[src/design/cfg_router_pkg.sv]
// constants for the configuration address router
`default_nettype none
package cfg_router_pkg;
  localparam logic [15:0] ADDR_PORT     = 16'h0cf8;
  localparam logic [15:0] DATA_PORT     = 16'h0cfc;
  localparam logic [31:0] ADDR_RESET    = 32'h0000_0000;
  localparam logic [31:0] ADDR_WMASK    = 32'h80ff_fffc;
  localparam logic [3:0]  BE_DWORD      = 4'hf;
  localparam int          EN_BIT        = 31;
  localparam int          BUS_HI        = 23;
  localparam int          BUS_LO        = 16;
  localparam int          DEV_HI        = 15;
  localparam int          DEV_LO        = 11;
  localparam int          FUNC_HI       = 10;
  localparam int          FUNC_LO       = 8;
  localparam int          REG_HI        = 7;
  localparam int          REG_LO        = 2;
  localparam logic [7:0]  BUS_ZERO      = 8'h00;
  localparam logic [4:0]  DEV_HOST_HUB  = 5'h00;
  localparam logic [4:0]  DEV_SEC_BRG   = 5'h01;
  localparam logic [4:0]  DEV_GRAPHICS  = 5'h02;
  localparam logic [2:0]  FUNC_ZERO     = 3'h0;
  localparam logic [15:0] IDSEL_ONE     = 16'h0001;
  localparam logic [1:0]  TYPE0         = 2'h0;
  localparam logic [1:0]  TYPE1         = 2'h1;
  localparam int          IDSEL_HI      = 31;
  localparam int          IDSEL_LO      = 16;
  localparam int          CTYPE_HI      = 1;
  localparam int          CTYPE_LO      = 0;
  localparam int          DEV_HIGH_BIT  = 4;
  typedef enum logic [2:0] {
    TGT_NONE, TGT_INTERNAL, TGT_HUB, TGT_SEC, TGT_IO_PASS
  } target_t;
endpackage
`default_nettype wire

[src/design/config_address_router.sv]
// configuration address register and configuration cycle router
`default_nettype none
module config_address_router (
  // clock, reset, enable
  input  wire  logic        sys_clk_i,
  input  wire  logic        srst_i,
  input  wire  logic        clk_en_i,
  // processor io cycle
  input  wire  logic        io_req_i,
  input  wire  logic        io_write_i,
  input  wire  logic [15:0] io_addr_i,
  input  wire  logic [3:0]  io_be_i,
  input  wire  logic [31:0] io_wdata_i,
  output var   logic        io_ack_o,
  output var   logic [31:0] io_rdata_o,
  // secondary bridge bus numbers
  input  wire  logic [7:0]  sec_bus_num_i,
  input  wire  logic [7:0]  sub_bus_num_i,
  // routed cycle
  output var   logic        cfg_valid_o,
  output var   logic        cfg_write_o,
  output var   logic [3:0]  cfg_be_o,
  output var   logic [31:0] cfg_wdata_o,
  output var   logic        internal_sel_o,
  output var   logic [4:0]  internal_dev_o,
  output var   logic        hub_link_o,
  output var   logic        io_pass_o,
  output var   logic [15:0] io_pass_addr_o,
  output var   logic        sec_bus_o,
  output var   logic [1:0]  cfg_type_o,
  output var   logic [31:0] graphics_addr_data_lines_o,
  output var   logic        sec_master_abort_o,
  output var   logic        cfg_access_enable_o
);
  typedef struct packed {
    logic [31:0] cfg_target_select;
    logic        ack;
    logic [31:0] rdata;
    logic        valid;
    logic        write;
    logic [3:0]  be;
    logic [31:0] wdata;
    logic        int_sel;
    logic [4:0]  int_dev;
    logic        hub;
    logic        pass;
    logic [15:0] pass_addr;
    logic        sec;
    logic [1:0]  ctype;
    logic [31:0] lines;
    logic        abort;
  } state_t;

  state_t st;
  state_t next_st;

  // ----------------------------------------
  // decode
  // ----------------------------------------
  logic [7:0]  bus;
  logic [4:0]  dev;
  logic [2:0]  func;
  logic [5:0]  regn;
  logic        enable;
  logic        dword;
  logic        hit_addr;
  logic        hit_data;
  cfg_router_pkg::target_t tgt;
  logic        is_type0;

  assign bus    = st.cfg_target_select[cfg_router_pkg::BUS_HI:cfg_router_pkg::BUS_LO];
  assign dev    = st.cfg_target_select[cfg_router_pkg::DEV_HI:cfg_router_pkg::DEV_LO];
  assign func   = st.cfg_target_select[cfg_router_pkg::FUNC_HI:cfg_router_pkg::FUNC_LO];
  assign regn   = st.cfg_target_select[cfg_router_pkg::REG_HI:cfg_router_pkg::REG_LO];
  assign enable = st.cfg_target_select[cfg_router_pkg::EN_BIT];
  assign dword  = (io_be_i == cfg_router_pkg::BE_DWORD);
  assign hit_addr = io_req_i && (io_addr_i == cfg_router_pkg::ADDR_PORT);
  assign hit_data = io_req_i && (io_addr_i == cfg_router_pkg::DATA_PORT);

  always_comb begin
    tgt      = cfg_router_pkg::TGT_NONE;
    is_type0 = 1'b0;
    if (hit_addr && !dword) begin
      tgt = cfg_router_pkg::TGT_IO_PASS;
    end else if (hit_data && enable) begin
      if (bus == cfg_router_pkg::BUS_ZERO) begin
        if (dev == cfg_router_pkg::DEV_HOST_HUB || dev == cfg_router_pkg::DEV_SEC_BRG ||
            dev == cfg_router_pkg::DEV_GRAPHICS) begin
          // internal cycle stays inside; nonzero function dropped
          if (func == cfg_router_pkg::FUNC_ZERO) begin
            tgt = cfg_router_pkg::TGT_INTERNAL;
          end else begin
            tgt = cfg_router_pkg::TGT_NONE;
          end
        end else begin
          tgt = cfg_router_pkg::TGT_HUB;
        end
      end else if (bus == sec_bus_num_i) begin
        tgt      = cfg_router_pkg::TGT_SEC;
        is_type0 = 1'b1;
      end else if (bus > sec_bus_num_i && bus <= sub_bus_num_i) begin
        tgt = cfg_router_pkg::TGT_SEC;
      end else begin
        tgt = cfg_router_pkg::TGT_HUB;
      end
    end
  end

  // ----------------------------------------
  // next state
  // ----------------------------------------
  always_comb begin
    next_st       = st;
    next_st.ack   = 1'b0;
    next_st.valid = 1'b0;
    next_st.pass  = 1'b0;
    next_st.abort = 1'b0;
    if (hit_addr && dword) begin
      if (io_write_i) begin
        // reserved bits masked so they never store
        next_st.cfg_target_select = io_wdata_i & cfg_router_pkg::ADDR_WMASK;
      end
      next_st.rdata = st.cfg_target_select;
      next_st.ack   = 1'b1;
    end
    if (tgt == cfg_router_pkg::TGT_IO_PASS) begin
      next_st.pass      = 1'b1;
      next_st.pass_addr = io_addr_i;
      next_st.write     = io_write_i;
      next_st.be        = io_be_i;
      next_st.wdata     = io_wdata_i;
    end
    if (tgt != cfg_router_pkg::TGT_NONE && tgt != cfg_router_pkg::TGT_IO_PASS) begin
      next_st.valid   = 1'b1;
      next_st.write   = io_write_i;
      next_st.be      = io_be_i;
      next_st.wdata   = io_wdata_i;
      next_st.int_sel = (tgt == cfg_router_pkg::TGT_INTERNAL);
      next_st.int_dev = dev;
      next_st.hub     = (tgt == cfg_router_pkg::TGT_HUB);
      next_st.sec     = (tgt == cfg_router_pkg::TGT_SEC);
      next_st.ctype   = is_type0 ? cfg_router_pkg::TYPE0 : cfg_router_pkg::TYPE1;
      next_st.lines   = '0;
      next_st.lines[cfg_router_pkg::FUNC_HI:cfg_router_pkg::FUNC_LO] = func;
      next_st.lines[cfg_router_pkg::REG_HI:cfg_router_pkg::REG_LO]   = regn;
      if (is_type0) begin
        // device above 15 shifts out, leaving no idsel
        next_st.lines[cfg_router_pkg::IDSEL_HI:cfg_router_pkg::IDSEL_LO] =
          cfg_router_pkg::IDSEL_ONE << dev;
        next_st.abort = dev[cfg_router_pkg::DEV_HIGH_BIT];
      end else begin
        next_st.lines[cfg_router_pkg::BUS_HI:cfg_router_pkg::BUS_LO] = bus;
        next_st.lines[cfg_router_pkg::DEV_HI:cfg_router_pkg::DEV_LO] = dev;
        next_st.lines[cfg_router_pkg::CTYPE_HI:cfg_router_pkg::CTYPE_LO] = cfg_router_pkg::TYPE1;
      end
    end
  end

  always_ff @(posedge sys_clk_i) begin
    if (srst_i) begin
      st                   <= '0;
      st.cfg_target_select <= cfg_router_pkg::ADDR_RESET;
    end else if (clk_en_i) begin
      st <= next_st;
    end
  end

  // ----------------------------------------
  // outputs
  // ----------------------------------------
  assign io_ack_o                   = st.ack;
  assign io_rdata_o                 = st.rdata;
  assign cfg_valid_o                = st.valid;
  assign cfg_write_o                = st.write;
  assign cfg_be_o                   = st.be;
  assign cfg_wdata_o                = st.wdata;
  assign internal_sel_o             = st.int_sel;
  assign internal_dev_o             = st.int_dev;
  assign hub_link_o                 = st.hub;
  assign io_pass_o                  = st.pass;
  assign io_pass_addr_o             = st.pass_addr;
  assign sec_bus_o                  = st.sec;
  assign cfg_type_o                 = st.ctype;
  assign graphics_addr_data_lines_o = st.lines;
  assign sec_master_abort_o         = st.abort;
  assign cfg_access_enable_o        = enable;
endmodule
`default_nettype wire

[config.mk]
export PLATFORM = sky130hd
export DESIGN_NAME = config_address_router
export DESIGN_NICKNAME = d
export VERILOG_FILES = /design/src/design/cfg_router_pkg.sv /design/src/design/config_address_router.sv
export SDC_FILE = /design/constraint.sdc
export NUM_CORES = 1
export LEC_CHECK = 0
export ABC_AREA = 1
export BUFFER_PORTS_ARGS = -buffer_cell sky130_fd_sc_hd__buf_2
export CAP_MARGIN = 10
export CORE_MARGIN = 2
export CORE_UTILIZATION = 40
export CTS_CLUSTER_SIZE = 8
export DETAILED_ROUTE_END_ITERATION = 10
export PLACE_DENSITY = 0.65
export SYNTH_ARGS = -nofsm -noshare
export SYNTH_HDL_FRONTEND = slang
export SYNTH_SLANG_ARGS = --single-unit
[constraint.sdc]
create_clock -name sys_clk_i -period 3.2 [get_ports sys_clk_i]
set_input_delay 0 -clock sys_clk_i [delete_from_list [all_inputs] [get_ports sys_clk_i]]
set_output_delay 0 -clock sys_clk_i [all_outputs]
set_load 0.1 [all_outputs]
==> results.md, run 1 <==
* Status: finished, final reports clean
* Initial Utilization at 0.4045
* Clock root buffer master: clkbuf_16
* Final period util at 0.7527
* All-Layer GR Usage at 0.2173
* # diodes at 0
* Yosys warnings at 0
* Die width at 130.1 um
* # DRC at 0
* Commonest non-fill, non-tap cell in the layout: buf_2
* Top cell type's share of synthesized area at 0.4472
* PD cells at 496.9 nW/um^2
* Wire length on met3 at around 940 um
* Max Clock Skew at between 0.01 and 0.015 ns
* Row cnt at 46
* Worst Path Arrival at 2.77 ns
* Layout net count at 1182
* Synthesized instance count at 901
* RSZ-0062 raised after global routing: false
* Fin crit period at 2.409 ns
* Slew HR at 0.4074
* Gp weighted congestion at 0.8328
* HP Class: input pin to flip-flop
* Worst Setup End Kind: flip-flop
* DRT antenna net count at 0
* Avg Vias per Cell at 4.738
* Share of layout cells above drive strength 1 at 0.2179
* Combinational share of power at 0.053
* Peak VDD IR at 0.0003779 V
* WL/cell at 13.95 um
* NetSw at 913.5 uW
* Clk sink count at 142
* Clock group share of total power at 0.521
* Slew Limit Fails at 0
* CTS tree: yes
* First-pass GRT wire length at between 20 and 30 mm
* Cts bufs inserted at 17
* #FFs+latches synth at between 100 and 150
* Worst-skew pair later-pin latency at about 0.43 ns
* Max Clk Rate at approximately 420 MHz
* Worst-Margin Slew at approximately 0.89 ns
* Core area at 15710 sq um
* # port buffers at 193
* H-tree levels at 4
* Switching portion of total power at 0.2204
* Reg power frac at 0.426
* Detailed Route WL at ~18 mm
* Crit path launch type: flip-flop
* Worst Path Required at between 3 and 4 ns
* Top sig layer: met4
* Layout overhead on the synthesized area at 31.24%
* Synth area leader: dfxtp_1
* Pin count of the biggest net entering global routing at 110
* Crit Path Max Fanout at 21
* Max-cap violations at 0
* Fin. Hold Viols at 0
* Synthesized cell area at 6356 sq um
* Initial antenna violation count at 0
* I/O pin count at around 210
* Grt total ovfl at 0
* Routed wl met2 at between 9 and 10 mm
* Post-DP HPWL at between 10 and 15 mm
* Sequential cell area fraction in the yosys report at 0.4472
* Synth area leaders: dfxtp_1 45%, nor2_1 8.7%, nand2_1 8.3%, a21oi_1 8.2%, inv_1 6.4%
* Drt first pass iters at 5
* Setup-failing EPs final at 0
* Setup ws final at 0.7913 ns
* Die area at around 17000 sq um
* Setup tns final at 0 ns
* Commonest cells after routing, fill and taps aside: 193 x buf_2, 148 x nor2_1, 142 x dfxtp_1
* Count of cell types in the netlist at 26
* 1st-iter DRT viols at 332
* Die Ht at 130.1 um
* Leakage at between 0.004 and 0.005 uW
* Routed via count at 6263
* WL met1 at 7.975 mm
* Fill cell count at between 1500 and 2000
* Syn_area_per_cell at 7.054 sq um
* Vias in the first global route at 5691
* Clock buffer depth at 2
* Pint at 3232 uW
* Post_cts resized at 0
* Clock transition at path regs at about 0.060 ns
* Setup CP Type: flip-flop to flip-flop
* DP Worst Slack at 0.8187 ns
==> path summary, 6_finish.rpt <==
path	start	end	slack, ns	cells after the start
worst min register to register	io_pass_addr_o[3]	io_pass_addr_o[3]	0.45	2
worst max-delay path	dev[2]	graphics_addr_data_lines_o[7]	0.79	8
worst max register to register	dev[2]	graphics_addr_data_lines_o[7]	0.79	8
worst min-delay path	clk_en_i	internal_dev_o[0]	0.07	3
==> worst max-delay path, stage by stage (launching register included) <==
cell	delay, ns
dfxtp_1	0.50
inv_1	0.20
and3_4	0.25
a31oi_4	0.35
nand2_4	0.09
inv_1	0.50
buf_4	0.29
nor2_1	0.05
nor2_1	0.10
==> cell usage after synthesis <==
library cell and instances:
a21o_1 1, a21oi_1 104, a31oi_4 1, and2_1 1
and3_4 1, buf_2 17, buf_4 16, buf_6 4
clkbuf_1 35, conb_1 1, dfxtp_1 142, ha_1 16
inv_1 108, nand2_1 141, nand2_2 1, nand3_1 59
nand3_2 1, nand4_1 12, nor2_1 148, nor2_2 2
nor2_4 2, nor3_1 41, nor4_1 3, o21a_1 1
o21ai_0 41, or2_2 2
==> metrics by stage <==
stage	hold slack, ns	instance area, sq um	instances	utilization	total power, uW
after floorplan	0.1317	6394	911	-	1929
after global placement	0.2219	7336	1254	0.4669	1990
after detailed placement	0.2313	7336	1254	0.4669	1990
after CTS	0.05502	8342	1322	0.5309	4176
after global routing	0.09087	8342	1322	0.5309	4269
final	0.06760	8342	1322	0.5309	4145
==> area by class of cell <==
type | count | area (sq um) | share of cell area
repair buffers | 235 | 1396 | 0.1674
clock inverters | 13 | 212.7 | 0.02550
multi-input cells | 589 | 2781 | 0.3334
clock buffers | 19 | 432.9 | 0.05190
inverters | 108 | 405.4 | 0.04860
well taps | 216 | 270.3 | 0.03240
flip-flops and latches | 142 | 2843 | 0.3408
==> state kept, by name, indices dropped and copies added, names as in the netlist, 3 cells and up <==
name                        count
func                            3
cfg_wdata_o                    32
dev                             5
internal_dev_o                  5
cfg_be_o                        4
regn                            6
graphics_addr_data_lines_o     31
bus                             8
io_rdata_o                     23
io_pass_addr_o                 16
==> repair_timing <==
action	in CTS	in global routing
endpoints found under the hold margin	59	0
setup endpoints to repair	0	0
setup buffers	0	0
hold buffers	36	0
==> power by group through the flow <==
stage	sequential [uW]	combinational, uW	clock (uW)
global placement	1810	183	0
CTS	1770	218	2190
floorplan	1810	123	0
global route	1770	237	2260
detailed placement	1810	183	0
finish	1770	218	2160
==> routing by layer <==
layer	GRT usage	vias up
met5	0	-
met4	0.08792	0
met3	0.05002	36
met2	0.3674	161
met1	0.2680	2825
li1	-	3241
==> kinds of logic (layout without fill, tap and decap cells) <==
| family | after synthesis | in the layout | synth area share |
|---|---|---|---|
| adders and majority gates | 16 | 16 | 0.03150 |
| other | 1 | 11 | 0.0005900 |
| buffers and inverters | 180 | 375 | 0.1238 |
| DFF | 142 | 142 | 0.4472 |
| and+or+nand+nor | 414 | 414 | 0.2770 |
| AOI/OAI and AO/OA | 148 | 148 | 0.1199 |
Note: power is estimated with default switching activity, not from simulation.
==> run 2, diff against run 1 <==
- PLACE_DENSITY: 0.65 -> 0.68
- clock period: 3.2 -> 1.9 ns (I/O delays scaled with it)
==> results.md, run 2 (synthesis gave the netlist of run 1 again) <==
* Status: finished, final reports clean
* Fin. Hold Viols at 0 (unchanged)
* Worst Path Arrival at 2.16 ns (-0.61 ns)
* WL/cell at 14.14 um (+1.4%)
* Worst Path Required at 2.17 ns (-1.39 ns)
* Gp weighted congestion at 0.9194 (+10%)
* Drt first pass iters at 5 (unchanged)
* HP Class: input pin to flip-flop
* Worst-Margin Slew at 0.5640 ns (-0.3249 ns)
* # Post-CTS Setup Buffers at 0 (unchanged)
* Post-DP HPWL at 13.37 mm (+4.9%)
* CTS tree: yes
* Critical path origin: io_be_i[1]
* Layout Cells excl Fill at 1347 (+1.9%)
* PD cells at 765.9 nW/um^2 (+54%)
* Commonest non-fill, non-tap cell in the layout: buf_2
* Routed via count at 6460 (+3.1%)
* All-Layer GR Usage at 0.2252 (+0.007843)
* Clock transition at path regs at 0.06 ns (about the same)
* Layout net count at 1208 (+2.2%)
* Max FFs per register at 32 (unchanged)
* Die area at 16910 sq um (unchanged)
* Row cnt at 46 (unchanged)
* Reg power frac at 0.456 (+0.030)
* Setup-failing EPs final at 0 (unchanged)
* Critical Path Max Stage Delay at 0.53 ns (+0.03 ns)
* Setup CP Type: input pin to flip-flop
* Slew HR at 0.6240 (+0.2166)
* Max-cap violations at 0 (unchanged)
* Commonest cells after routing, fill and taps aside: 193 x buf_2, 145 x nor2_1, 140 x nand2_1
* Critical R2R Capture: graphics_addr_data_lines_o[19]
* # diodes at 0 (unchanged)
* Placed cell count at 1279 (+2.0%)
* Die Ht at 130.1 um (unchanged)
* Slew Limit Fails at 0 (unchanged)
* Share of layout cells above drive strength 1 at 0.2423 (+0.02436)
* 1st-iter DRT viols at 339 (+2.1%)
* Setup ws final at 0.01096 ns (-0.7804 ns)
* Clock buffer depth at 2 (unchanged)
* Grt total ovfl at 0 (unchanged)
* I/O pin count at 205 (unchanged)
* # DRC at 0 (unchanged)
* First-pass GRT wire length at 29.68 mm (+3.5%)
* Max Clock Skew at 0.01007 ns (-0.001530 ns)
* Clock group share of total power at 0.486 (-0.035)
* Initial Utilization at 0.4045 (unchanged)
* Overall power at 6522 uW (+57%)
* Pin count of the biggest net entering global routing at 92 (-16%)
* Flop2flop setup slack at 0.15 ns (-0.64 ns)
* DRT antenna net count at 0 (unchanged)
* Clk sink count at 142 (unchanged)
* Crit Path Max Fanout at 21 (unchanged)
* Avg Vias per Cell at 4.796 (+1.2%)
* # port buffers at 193 (unchanged)
* Setup tns final at 0 ns (unchanged)
* Die width at 130.1 um (unchanged)
* Grt met1 use at 0.2901 (+0.02206)
* Routing usage on met3 at 0.05330 (+0.003280)
* H-tree levels at 4 (unchanged)
* Fin crit period at 1.889 ns
* Crit path max-delay family: simple AND/OR/NAND/NOR gates
* Core area at 15710 sq um (unchanged)
* Clock root buffer master: clkbuf_16
* Switching portion of total power at 0.2300 (+0.009585)
* Leakage at 0.004314 uW (+2.6%)
* Fill cell count at 1577 (+0.96%)
* Cts bufs inserted at 17 (unchanged)
* Crit path launch type: input pin
* NetSw at 1500 uW (+64%)
* Layout overhead on the synthesized area at 33.98%
* Worst-path cell chain: dlygate4sd3_1, buf_2, nand4_1, or2_2, nor2_4, buf_4, a21oi_1, nor3_1
* Reg2reg start: bus[4]
* Detailed Route WL at 19.04 mm (+3.3%)
* CP endpoint: bus[7]
* Combinational share of power at 0.058 (+0.005)
* Worst Setup End Kind: flip-flop
* Reg2reg path depth at 10 (+2)
* Grt met2 use at 0.3680 (+0.0006160)
* Buffer and inverter count on the worst path at 3 (unchanged)
* Final Util at 0.5420 (+0.01107)
* Initial antenna violation count at 0 (unchanged)
* Vias in the first global route at 5809 (+2.1%)
* Max Clk Rate at 529.4 MHz
* WP depth at 8 (unchanged)
* Grt peak-use layer: met2
* Final period util at 0.9942
* DP Worst Slack at 0.07418 ns (-0.7445 ns)
* Slowest CP cell: dlygate4sd3_1
* Peak VDD IR at 0.0005786 V (+53%)
* Worst-skew pair later-pin latency at 0.42 ns (about the same)
* Pint at 5022 uW (+55%)
[run 2: cell types whose count changed in the layout (fill, tap and decap cells not counted), moves of 3 or more]
cell / delta
clkinv_4: -4
dfxtp_2: +4
buf_4: +22
bufinv_16: -3
clkinv_2: +4
nor2_1: -3
buf_12: +3
dfxtp_1: -5
[run 2: metrics by stage]
step           hold WS [ns]  instance area (sq um)
2_1_floorplan        0.1317                   6397
4_1_cts             0.06740                   8491
3_3_place_gp         0.2203                   7565
3_5_place_dp         0.2276                   7565
6_report            0.09261                   8516
5_1_grt              0.1137                   8516
[run 2: timing repair]
action,4_1_cts,5_1_grt
endpoints found under the setup margin,0,44
gates resized for setup,0,11
hold buffers,37,0
endpoints found under the hold margin,60,0
[run 2: area by class of cell]
class / count / area [sq um] / share of cell area
Inverter: 108 / 405.4 / 0.04761
Tap cell: 216 / 270.3 / 0.03174
Multi-Input combinational cell: 589 / 2801 / 0.3290
Sequential cell: 142 / 2851 / 0.3349
Clock buffer: 19 / 432.9 / 0.05084
Timing Repair Buffer: 261 / 1632 / 0.1916
Clock inverter: 12 / 122.6 / 0.01440
[run 2: how the worst min path moves through the flow]
| stage | startpoint | endpoint | depth (start not counted) |
|---|---|---|---|
| 3_3_place_gp | io_wdata_i[28] | cfg_wdata_o[28] | 3 |
| 5_1_grt | srst_i | graphics_addr_data_lines_o[30] | 5 |
| 2_1_floorplan | io_be_i[0] | cfg_be_o[0] | 2 |
| 3_5_place_dp | io_wdata_i[28] | cfg_wdata_o[28] | 3 |
| 4_1_cts | srst_i | graphics_addr_data_lines_o[0] | 5 |
| 6_report | srst_i | graphics_addr_data_lines_o[0] | 5 |
[run 2: tightest hold or removal path: stages]
cell,delay [ns]
buf_2,0.11
inv_2,0.06
buf_4,0.19
nand2_1,0.08
nor2_1,0.03
[run 2: power by group through the flow]
stage                     Combinational (uW)  Sequential [uW]  Clock [uW]
after floorplan                          206             3040           0
after global placement                   316             3040           0
after detailed placement                 316             3040           0
after CTS                                376             2980        3240
after global routing                     408             2970        3360
final                                    379             2980        3170
[run 2: metal layers]
| layer | wire length (um) | vias up | share of wire |
|---|---|---|---|
| met4 | 385 | 0 | 0.020 |
| met1 | 8231 | 2930 | 0.43 |
| met2 | 9295 | 210 | 0.49 |
| met3 | 1129 | 29 | 0.059 |
| met5 | 0 | - | 0 |
| li1 | - | 3291 | - |
==> run 3, diff against run 2 <==
- MAX_ROUTING_LAYER: default -> met4
- PLACE_DENSITY: 0.68 -> 0.65
- clock period: 1.9 -> 2 ns (I/O delays scaled with it)
==> results.md, run 3 (synthesis gave the netlist of run 1 again) <==
* First-pass GRT wire length at 29.15 mm (-1.8%)
* DRT antenna net count at 0 (unchanged)
* Fin crit period at roughly 1.9 ns
* Max Clock Skew at 0.01450 ns (+0.004430 ns)
* H-tree levels at 4 (unchanged)
* # diodes at 0 (unchanged)
* Worst Setup End Kind: flip-flop
* Setup CP Type: input pin to flip-flop
* Crit path max-delay family: simple AND/OR/NAND/NOR gates
* Leakage at 0.004282 uW (-0.75%)
* CTS tree: yes
* Buffer and inverter count on the worst path at 3 (unchanged)
* PD cells at 730.3 nW/um^2 (-4.6%)
* Clock buffer depth at 2 (unchanged)
* I/O pin count at 205 (unchanged)
* Clock root buffer master: clkbuf_16
* Pin count of the biggest net entering global routing at 92 (unchanged)
* Die Ht at 130.1 um (unchanged)
* Worst-Margin Slew at 0.5783 ns (+0.01423 ns)
* Grt total ovfl at 0 (unchanged)
* Max Clk Rate at 532.0 MHz
* 1st-iter DRT viols at 438 (+29%)
* Crit Path Max Fanout at 23 (+9.5%)
* # Post-CTS Setup Buffers at 0 (unchanged)
* Avg Vias per Cell at 4.754 (-0.87%)
* # DRC at 0 (unchanged)
* Max FFs per register at 32 (unchanged)
* Initial Utilization at 0.4045 (unchanged)
* Overall power at 6191 uW (-5.1%)
* Peak VDD IR at 0.0005707 V (-1.4%)
* Routed via count at 6385 (-1.2%)
* Cts bufs inserted at 17 (unchanged)
* Worst Path Required at 2.27 ns (+0.10 ns)
* Slowest CP cell: dlygate4sd3_1
* Final period util at 0.9398
* Initial antenna violation count at 0 (unchanged)
* Commonest cells after routing, fill and taps aside: 193 x buf_2, 147 x nor2_1, 140 x nand2_1, 140 x dfxtp_1, 107 x inv_1
* Status: finished, final reports clean
* Fin. Hold Viols at 0 (unchanged)
* Layout overhead on the synthesized area at 33.37%
* Slew HR at 0.6145 (-0.009483)
* Clk sink count at 142 (unchanged)
* All-Layer GR Usage at 0.2273 (+0.002117)
* Worst-path cell chain: dlygate4sd3_1, buf_2, nand4_1, or2_2, nor2_4, nand2_1, buf_4, nor2_1, nor3_1
* Share of layout cells above drive strength 1 at 0.2387 (-0.003577)
* Critical Path Max Stage Delay at 0.54 ns (about the same)
* Worst hold margin at 0.07942 ns (-0.01319 ns)
* Drt first pass iters at 5 (unchanged)
* Slew Limit Fails at 0 (unchanged)
* Worst-skew pair later-pin latency at 0.42 ns (about the same)
* Setup-failing EPs final at 0 (unchanged)
* Detailed Route WL at 18.78 mm (-1.4%)
* Layout net count at 1204 (-0.33%)
* HP Class: input pin to flip-flop
* Commonest non-fill, non-tap cell in the layout: buf_2
* Gp weighted congestion at 0.8911 (-3.1%)
* Die width at 130.1 um (unchanged)
* Clock transition at path regs at 0.06 ns (about the same)
* Post-DP HPWL at 13.10 mm (-2.1%)
* RSZ-0062 raised after global routing: true
* Max-cap violations at 0 (unchanged)
* Row cnt at 46 (unchanged)
* Die area at 16910 sq um (unchanged)
* WL/cell at 13.98 um (-1.1%)
* Vias in the first global route at 5772 (-0.64%)
* Worst Path Arrival at 2.15 ns (about the same)
* Core area at 15710 sq um (unchanged)
* Crit path launch type: input pin
* # port buffers at 193 (unchanged)
-- run 3: cell count changes in the layout (fill, tap and decap cells not counted), sizes merged --
cell / delta
clkbuf: +2
clkinvlp: +2
bufinv: -1
clkinv: -3
buf: -4
-- run 3: per-stage QoR --
step	setup TNS, ns	setup WS (ns)	area [sq um]	std cells	utilization
6_report	0	0.1204	8477	1343	0.5395
3_3_place_gp	0	0.09647	7520	1275	0.4786
5_1_grt	-0.09261	-0.03578	8477	1343	0.5395
4_1_cts	0	0.02623	8449	1343	0.5377
3_5_place_dp	0	0.06530	7520	1275	0.4786
2_1_floorplan	0	0.006204	6395	911	-
-- run 3: area by class of cell --
cell class / instances / area, sq um
Tap cell: 216 / 270.3
Inverter: 108 / 405.4
Clock buffer: 21 / 470.5
Multi-Input combinational cell: 589 / 2808
Clock inverter: 10 / 88.84
Sequential cell: 142 / 2845
Fill cell: 1591 / 7236
Timing Repair Buffer: 257 / 1589
-- run 3: path summary, 6_finish.rpt --
kind / cells after the start / slack (ns) / start / endpoint
hold / removal: 3 / 0.08 / clk_en_i / internal_dev_o[0]
hold reg to reg: 2 / 0.44 / io_pass_addr_o[11] / io_pass_addr_o[11]
setup reg to reg: 11 / 0.13 / bus[7] / graphics_addr_data_lines_o[21]
setup / recovery: 9 / 0.12 / io_be_i[2] / bus[3]
-- run 3: where the power goes --
group	leakage [uW]	internal (uW)	total, uW	switching [uW]
logic	0.00287	126	357	231
clock network	0.000267	1800	3000	1210
registers	0.00114	2830	2830	0.00336
-- run 3: worst reg2reg max path, stage by stage, from the launching register on --
cell and delay, ns:
dfxtp_1 0.42, ha_4 0.34, nand4_1 0.15, inv_1 0.11, nand2_1 0.05, nor2_1 0.15
nand2_2 0.16, nand2_1 0.14, o21ai_2 0.08, nand2_1 0.08, nand2_1 0.04, nor2_1 0.09
-- run 3: layer usage --
layer | part of all wire | GRT usage | wire, um | vias to the layer above
met5 | 0 | - | 0 | -
met4 | 0.023 | 0.08602 | 430 | 0
met3 | 0.058 | 0.04551 | 1095 | 28
met2 | 0.49 | 0.3606 | 9201 | 201
met1 | 0.43 | 0.2869 | 8051 | 2885
li1 | - | - | - | 3271
-- run 3: repair_timing --
item | 4_1_cts | 5_1_grt
hold endpoints to repair | 60 | 0
hold buffers | 37 | 0
resized for setup | 0 | 9
endpoints found under the setup margin | 0 | 10
